===== src/rtl/gstat_regs.svh =====
`ifndef GSTAT_REGS_SVH
`define GSTAT_REGS_SVH
`define OFS_CONTROL 16'h0800
`define OFS_STATUS 16'h0804
`define OFS_CLEAR 16'h0808
`define OFS_SET 16'h080c
`define OFS_VERSION 16'h0818
`define OFS_FEATURES 16'h081c
`define BIT_IDENT_EDGE 0
`define BIT_POWER_EDGE 1
`define BIT_POWER_ERR 3
`define BIT_BCONN_ERR 4
`define BIT_ROLE_SWAP 5
`define BIT_SUSP_TMO 7
`define BIT_HW_CTRL_DIS 8
`define BIT_POWER_REQ 9
`define BIT_IDENT 10
`define BIT_POWER_LVL 11
`define BIT_OTG_PAD 12
`define BIT_POLARITY 13
`define BIT_FREEZE 14
`define BIT_ENABLE 15
`define SPEED_LSB 12
`define SPEED_MSB 13
`define FLAG_MASK 8'hbb
`define CTRL_MASK 32'h0000f1bb
`define STATUS_RESET 32'h00000400
`define CONTROL_RESET 32'h00004000
`define SUSP_TMO_MS 200
`define CLK_MHZ 200
`define SUSP_TMO_CYCLES (`SUSP_TMO_MS * 1000 * `CLK_MHZ)
`endif


===== src/rtl/gstat_pkg.sv =====
package gstat_pkg;
	typedef logic [31:0] word_t;
	typedef logic [15:0] addr_t;
	typedef logic [7:0] flags_t;
endpackage


===== src/rtl/usb_otg_general_status.sv =====
// What this block does
// - status bits 13:12 show link speed: 00 full, 10 low, x1 reserved.
// - status bit 11 follows the sampled bus power line in either role.
// - status bit 10 mirrors the ident pin always, even when disabled.
// - power request bit 9: set by set write, cleared by clear, or by error with hardware control on.
// - supply control output is high while power request is one and polarity bit is zero.
// - suspend time-out flag bit 7 set after over 200 ms suspended with controller enabled and clock not frozen.
// - role swap flag bit 5 set on each successful role negotiation.
// - B-connection error flag bit 4 set on a connection error.
// - bus power error flag bit 3 set when bus power drops.
// - power error flag is raised even with hardware control disabled.
// - power edge flag bit 1 set on any pad edge, even clock frozen.
// - ident edge flag bit 0 set on any ident edge, whatever the mode.
// - clear register write clears status bits written as one.
// - set register write sets status bits written as one.
// - power error, power edge, ident edge enables gate their interrupt.
// - read-only version word: 12-bit version and 4-bit variant.
// - polarity bit one makes the supply control output active low.
// - with hardware control on, a power problem drops the request.
// - suspend, role swap, bconn enables gate their interrupt.
//
// The implementer's own choice: the address-and-strobe port.
`include "gstat_regs.svh"
module usb_otg_general_status #(
	parameter int unsigned TIMEOUT_CYCLES = `SUSP_TMO_CYCLES,
	// arbitrary value
	parameter logic [11:0] VERSION_NUM = 12'h001,
	// arbitrary value
	parameter logic [3:0] VARIANT_NUM = 4'h0,
	parameter logic FEAT_BYTE_WRITE = 1'b0,
	parameter logic [2:0] FEAT_FIFO_MAX = 3'h0,
	parameter logic [3:0] FEAT_DMA_DEPTH = 4'h0,
	parameter logic FEAT_DMA_BUF24 = 1'b0,
	parameter logic [2:0] FEAT_DMA_CHAN = 3'h1,
	parameter logic [3:0] FEAT_EPT_MAX = 4'h1
)(
	input wire logic clk_i,
	input wire logic rst_n_i,
	input wire logic [15:0] addr_i,
	input wire logic [31:0] wdata_i,
	input wire logic wr_i,
	input wire logic rd_i,
	output logic [31:0] rdata_o,
	input wire logic bus_power_pad_i,
	input wire logic ident_pin_i,
	input wire logic [1:0] link_speed_i,
	input wire logic host_suspend_i,
	input wire logic role_swap_evt_i,
	input wire logic bconn_error_evt_i,
	input wire logic power_drop_evt_i,
	output logic power_supply_control_out_o,
	output logic irq_o,
	output logic controller_enable_o,
	output logic clock_freeze_o,
	output logic dual_role_pad_enable_o
);

	localparam int CNT_W = $clog2(TIMEOUT_CYCLES + 2);
	localparam logic [CNT_W-1:0] CNT_LIMIT = CNT_W'(TIMEOUT_CYCLES);
	localparam logic [CNT_W-1:0] CNT_DONE = CNT_W'(TIMEOUT_CYCLES + 1);

	function automatic logic wr_to(input gstat_pkg::addr_t ofs);
		wr_to = wr_i && (addr_i == ofs);
	endfunction

	function automatic logic rd_at(input gstat_pkg::addr_t ofs);
		rd_at = rd_i && (addr_i == ofs);
	endfunction

	// bits 1:0 synchronise the pin, bit 2 keeps the edge history
	logic [2:0] pwr_r, pwr_nxt, id_r, id_nxt;
	logic pwr_edge, id_edge;

	always_comb
	begin
		pwr_nxt = {pwr_r[1:0], bus_power_pad_i};
		id_nxt = {id_r[1:0], ident_pin_i};
	end

	always_ff @(posedge clk_i)
	begin
		if (!rst_n_i)
		begin
			pwr_r <= 3'h0;
			id_r <= 3'h7;
		end
		else
		begin
			pwr_r <= pwr_nxt;
			id_r <= id_nxt;
		end
	end

	// edges seen regardless of enable, freeze or pad enable
	assign pwr_edge = pwr_r[1] ^ pwr_r[2];
	assign id_edge = id_r[1] ^ id_r[2];

	// control register
	gstat_pkg::word_t control_r, control_nxt;

	always_comb
	begin
		control_nxt = control_r;
		if (wr_to(`OFS_CONTROL))
			control_nxt = wdata_i & `CTRL_MASK;
	end

	always_ff @(posedge clk_i)
	begin
		if (!rst_n_i)
			control_r <= `CONTROL_RESET;
		else
			control_r <= control_nxt;
	end

	assign controller_enable_o = control_r[`BIT_ENABLE];
	assign clock_freeze_o = control_r[`BIT_FREEZE];
	assign dual_role_pad_enable_o = control_r[`BIT_OTG_PAD];

	// suspend time-out timer, runs only with live controller clock
	logic [CNT_W-1:0] susp_cnt_r, susp_cnt_nxt;
	logic timer_run, tmo_evt;

	assign timer_run = host_suspend_i && control_r[`BIT_ENABLE]
		&& !control_r[`BIT_FREEZE];
	// fires once, after the limit has been exceeded
	assign tmo_evt = timer_run && (susp_cnt_r == CNT_LIMIT);

	always_comb
	begin
		susp_cnt_nxt = susp_cnt_r;
		if (!timer_run)
			susp_cnt_nxt = '0;
		else if (susp_cnt_r != CNT_DONE)
			susp_cnt_nxt = susp_cnt_r + 1'b1;
	end

	always_ff @(posedge clk_i)
	begin
		if (!rst_n_i)
			susp_cnt_r <= '0;
		else
			susp_cnt_r <= susp_cnt_nxt;
	end

	// status flags and power request
	gstat_pkg::flags_t flags_r, flags_nxt, hw_evt;
	logic power_request_r, power_request_nxt;
	logic req_set, req_clr, hw_drop;

	// power error raised whatever the hardware control setting
	assign hw_evt = {tmo_evt, 1'b0,
		role_swap_evt_i, bconn_error_evt_i,
		power_drop_evt_i, 1'b0,
		pwr_edge, id_edge};

	always_comb
	begin
		flags_nxt = flags_r;
		if (wr_to(`OFS_CLEAR))
			flags_nxt = flags_nxt & ~wdata_i[7:0];
		// a hardware event in the clearing cycle wins
		flags_nxt = flags_nxt | hw_evt;
		if (wr_to(`OFS_SET))
			flags_nxt = flags_nxt | wdata_i[7:0];
		flags_nxt = flags_nxt & `FLAG_MASK;
	end

	assign req_set = wr_to(`OFS_SET) && wdata_i[`BIT_POWER_REQ];
	assign req_clr = wr_to(`OFS_CLEAR) && wdata_i[`BIT_POWER_REQ];
	assign hw_drop = power_drop_evt_i && !control_r[`BIT_HW_CTRL_DIS];

	always_comb
	begin
		power_request_nxt = power_request_r;
		if (req_clr || hw_drop)
			power_request_nxt = 1'b0;
		if (req_set)
			power_request_nxt = 1'b1;
	end

	always_ff @(posedge clk_i)
	begin
		if (!rst_n_i)
		begin
			flags_r <= '0;
			power_request_r <= 1'b0;
		end
		else
		begin
			flags_r <= flags_nxt;
			power_request_r <= power_request_nxt;
		end
	end

	// supply control pin, polarity applied
	logic vbof_r, vbof_nxt;

	always_comb
	begin
		vbof_nxt = power_request_nxt ^ control_nxt[`BIT_POLARITY];
	end

	always_ff @(posedge clk_i)
	begin
		if (!rst_n_i)
			vbof_r <= 1'b0;
		else
			vbof_r <= vbof_nxt;
	end

	assign power_supply_control_out_o = vbof_r;

	// interrupt: OR of enabled flags, level until flags or their enables cleared
	assign irq_o = |(flags_r & control_r[7:0]);

	// register read port
	gstat_pkg::word_t status_word, features_word, version_word;
	gstat_pkg::word_t rdata_r, rdata_nxt;

	always_comb
	begin
		status_word = '0;
		status_word[7:0] = flags_r;
		status_word[`BIT_POWER_REQ] = power_request_r;
		status_word[`BIT_IDENT] = id_r[1];
		status_word[`BIT_POWER_LVL] = pwr_r[1];
		status_word[`SPEED_MSB:`SPEED_LSB] = link_speed_i;
		version_word = {12'h000, VARIANT_NUM, 4'h0, VERSION_NUM};
		features_word = {16'h0000, FEAT_BYTE_WRITE, FEAT_FIFO_MAX,
			FEAT_DMA_DEPTH, FEAT_DMA_BUF24, FEAT_DMA_CHAN,
			FEAT_EPT_MAX};
	end

	always_comb
	begin
		rdata_nxt = '0;
		if (rd_i)
		begin
			case (addr_i)
				`OFS_CONTROL: rdata_nxt = control_r;
				`OFS_STATUS: rdata_nxt = status_word;
				`OFS_VERSION: rdata_nxt = version_word;
				`OFS_FEATURES: rdata_nxt = features_word;
				default: rdata_nxt = '0;
			endcase
		end
	end

	always_ff @(posedge clk_i)
	begin
		if (!rst_n_i)
			rdata_r <= '0;
		else
			rdata_r <= rdata_nxt;
	end

	assign rdata_o = rdata_r;
endmodule


===== config.mk =====
export PLATFORM = sky130hd
export DESIGN_NAME = usb_otg_general_status
export DESIGN_NICKNAME = d
export VERILOG_FILES = /design/src/rtl/gstat_pkg.sv /design/src/rtl/usb_otg_general_status.sv
export VERILOG_INCLUDE_DIRS = /design/src /design/src/rtl
export SDC_FILE = /design/constraint.sdc
export NUM_CORES = 1
export LEC_CHECK = 0
export ABC_AREA = 1
export BUFFER_PORTS_ARGS = -buffer_cell sky130_fd_sc_hd__buf_2
export CORE_ASPECT_RATIO = 0.75
export CORE_UTILIZATION = 47
export CTS_CLUSTER_SIZE = 40
export DETAILED_ROUTE_END_ITERATION = 12
export HOLD_SLACK_MARGIN = 0.06
export PLACE_DENSITY_LB_ADDON = 0.12
export SETUP_SLACK_MARGIN = 0.15
export SYNTH_ARGS = -nofsm -noshare
export SYNTH_HDL_FRONTEND = slang
export SYNTH_SLANG_ARGS = --single-unit
export TNS_END_PERCENT = 20

===== constraint.sdc =====
create_clock -name clk_i -period 1.5 [get_ports clk_i]
set_clock_uncertainty 0.1 [all_clocks]
set_input_delay 0.225 -clock clk_i [delete_from_list [all_inputs] [get_ports clk_i]]
set_output_delay 0.225 -clock clk_i [all_outputs]
set_load 0.05 [all_outputs]

==> results.py <==
metrics = {
    "status": {
        "outcome": "finished with violations",
        "violations": "negative setup slack",
    },
    "grt": {
        "antenna_found_initial": 0,
        "grt_max_degree": 24,
        "grt_usage_pct": 24.28,
        "globalRouteOverflowTotal": 0,
        "grt_first_pass_wirelength_mm": 13.82,
        "grt_pass1_vias": 2870,
    },
    "power_and_ir_drop": {
        "leakage_nw": 1.844,
        "ir_drop_uv": 598.7,
        "power.density_nw_per_um2": 767.7,
    },
    "route": {
        "drt-vias-per-instance": 5.029,
        "route.detailed.drc": 0,
        "ant_nets": 0,
        "wl_mm": 8.678,
        "wl_per_cell_um": 13.07,
        "dr.pass1.iters": 5,
        "dr.first_iter.drc_count": 172,
        "routed-via-count": 3339,
    },
    "clock_tree": {
        "cts_tree": "built",
        "cts_buffers": 9,
        "clk_latency_ps": 340,
        "clkTransAtPathRegs_ps": 80,
        "cts_max_level": 3,
        "clock_sinks": 65,
        "root_buffer": "clkbuf_8",
        "clk_path_buf_depth": 2,
    },
    "place": {
        "gp_congestion": 0.8665,
        "placedCellCount": 632,
        "dp_hpwl_mm": 6.297,
        "dpl_cell_area_um2": 3806,
        "port-buffer-count": 58,
    },
    "finish": {
        "antenna_cells": 0,
        "finalNetCount": 638,
        "syn2layout_area_growth_pct": 30.26,
        "layout-drive-gt1-share_pct": 33.10,
        "fin_area_um2": 4342,
        "fin_cells": 664,
    },
    "timing": {
        "setup_viol": 1,
        "drv_slew": 0,
        "period_needed_ps": 1676,
        "fmax_ghz": 0.5967,
        "hold_viol": 0,
        "fin_ws_ps": -175.9,
        "finalCritPeriodShare_pct": 111.7,
        "holdWs_ps": 78.41,
        "rsz0062_at_grt": "yes",
    },
    "synth": {
        "ys.flop_type": "dfxtp_1",
        "synth_top_area_share_pct": 39.04,
        "synth_edf_count": 0,
        "ys_seq_area_share_pct": 39.04,
        "yosysWarnings": 0,
        "ys_ff_latch": 65,
        "synth_area_um2": 3333,
        "synth_top_cell_by_area": "dfxtp_1",
        "synth_area_leaders": "dfxtp_1, nand2_1, inv_1",
        "ys_types": 33,
        "netlist_instances": 475,
        "syn_area_per_cell_um2": 7.017,
        "synthArstFlopShare_pct": 0,
    },
    "floorplan": {
        "boundaryPins": 97,
        "design.die.area_um2": 7436,
        "row_count": 26,
        "core_region_area_um2": 6832,
        "fp.dieW_um": 99.24,
        "start_util_pct": 48.79,
        "fp.dieH_um": 74.93,
    },
    "worst_setup_path": {
        "worst-path-max-fanout": 3,
        "required_ps": 1170,
        "setup.worst_path.class": "reg -> out",
        "end_kind": "output pin",
        "start_kind": "flip-flop",
        "cp.arrival_ps": 1350,
    },
    "min_path": {
        "worstHoldPathType": "in -> reg",
    },
    "run": {
        "drv_cap": 0,
    },
}
==> metrics by stage <==
stage	utilization, %	power [W]	setup TNS, ps	worst slack (ps)
after floorplan	-	0.001989	0	85.49
after global placement	55.71	0.002031	-160.2	-34.41
after detailed placement	55.71	0.002034	-478.6	-46.05
after CTS	62.33	0.003360	-181.9	-181.9
after global routing	63.55	0.003468	-382.5	-213.2
final	63.55	0.003333	-175.9	-175.9
==> placed cells by master, fill, tap and decap left out, types with 12 or more instances in the layout <==
master	Yosys	final
nor2_1	51	39
buf_2	1	57
buf_4	19	24
nand3_1	27	23
dfxtp_1	65	49
nor2_2	6	12
nand2_1	103	94
conb_1	1	18
o21ai_0	16	12
a21oi_1	41	41
inv_1	60	53
dlygate4sd3_1	0	12
nand4_1	16	16
==> report_power, final <==
group / internal, W / total, W / switching, W
clock: 0.000602 / 0.00132 / 0.000720
combinational: 0.0000869 / 0.000272 / 0.000185
sequential: 0.00173 / 0.00174 / 0.00000985
total: 0.00242 / 0.00333 / 0.000915
==> final timing paths <==
kind                                    start              to  slack [ps]  cells past startpoint
worst min-delay path                  rst_n_i         id_r[2]          80                      2
worst min register to register       pwr_r[0]        pwr_r[1]         320                      2
worst max register to register  susp_cnt_r[1]  susp_cnt_r[24]          50                     10
worst max-delay path               flags_r[5]           irq_o        -180                      4
==> flip-flops by register name, summed over array words and instances, names as in the netlist <==
signal                      flops
susp_cnt_r                     26
rdata_o                        14
control_r                      11
flags_r                         6
id_r                            3
pwr_r                           3
power_request_r                 1
power_supply_control_out_o      1
==> logic make-up (layout without fill, tap and decap cells) <==
| group | count (synthesis) | count (layout) | share of synthesized area, % |
|---|---|---|---|
| buffers and inverters | 93 | 181 | 13.14 |
| other | 1 | 18 | 0.1125 |
| and+or+nand+nor | 238 | 238 | 33.86 |
| adders and majority gates | 3 | 3 | 1.126 |
| xor gates and xnor gates | 5 | 5 | 1.314 |
| AOI/OAI and AO/OA | 70 | 70 | 11.41 |
| DFF | 65 | 65 | 39.04 |
==> cell type report <==
type	instances	area (um2)
well taps	84	105.1
multi-input cells	334	1831
clock inverters	6	45.04
clock buffers	10	127.6
inverters	68	266.5
fillers	617	2490
flip-flops and latches	65	1336
repair buffers	97	630.6
==> critical path, stage by stage, from the launching register on <==
cell     delay (ps)
dfxtp_2         330
a22o_1          240
a21oi_1         130
nand4_1         130
buf_6           180
==> Yosys cell counts (2+ instances only) <==
cell type  instances
nand2_2            5
xnor2_1            3
or2_2              3
inv_1             60
nand3b_1           4
nor2_1            51
buf_6              2
nor3_1             9
nor2_4             4
nand3_4            2
nand4_1           16
o21ai_1            4
nand2_1          103
a21oi_2            4
dfxtp_1           65
inv_2              7
o21bai_1           3
o21ai_0           16
buf_4             19
ha_1               3
a21oi_1           41
clkbuf_1           3
nand3_2            4
nor2_2             6
nand3_1           27
xor2_1             2
nor3_2             2
or2_0              2
==> per-layer routing <==
metal / track usage [%] / vias to the layer above / wire, um
li1: - / 1691 / -
met4: 7.353 / 0 / 82
met5: 0 / - / 0
met1: 34.55 / 1520 / 4245
met2: 35.73 / 120 / 3680
met3: 6.964 / 8 / 670
==> timing repair <==
item                                    CTS  global route
buffers inserted                          1             3
hold endpoints to repair                 12             0
hold buffers                             12             0
endpoints found under the setup margin   23            28
gates resized for setup                  59            19
pin swaps                                26            18
(Power assumes the default switching activity.)
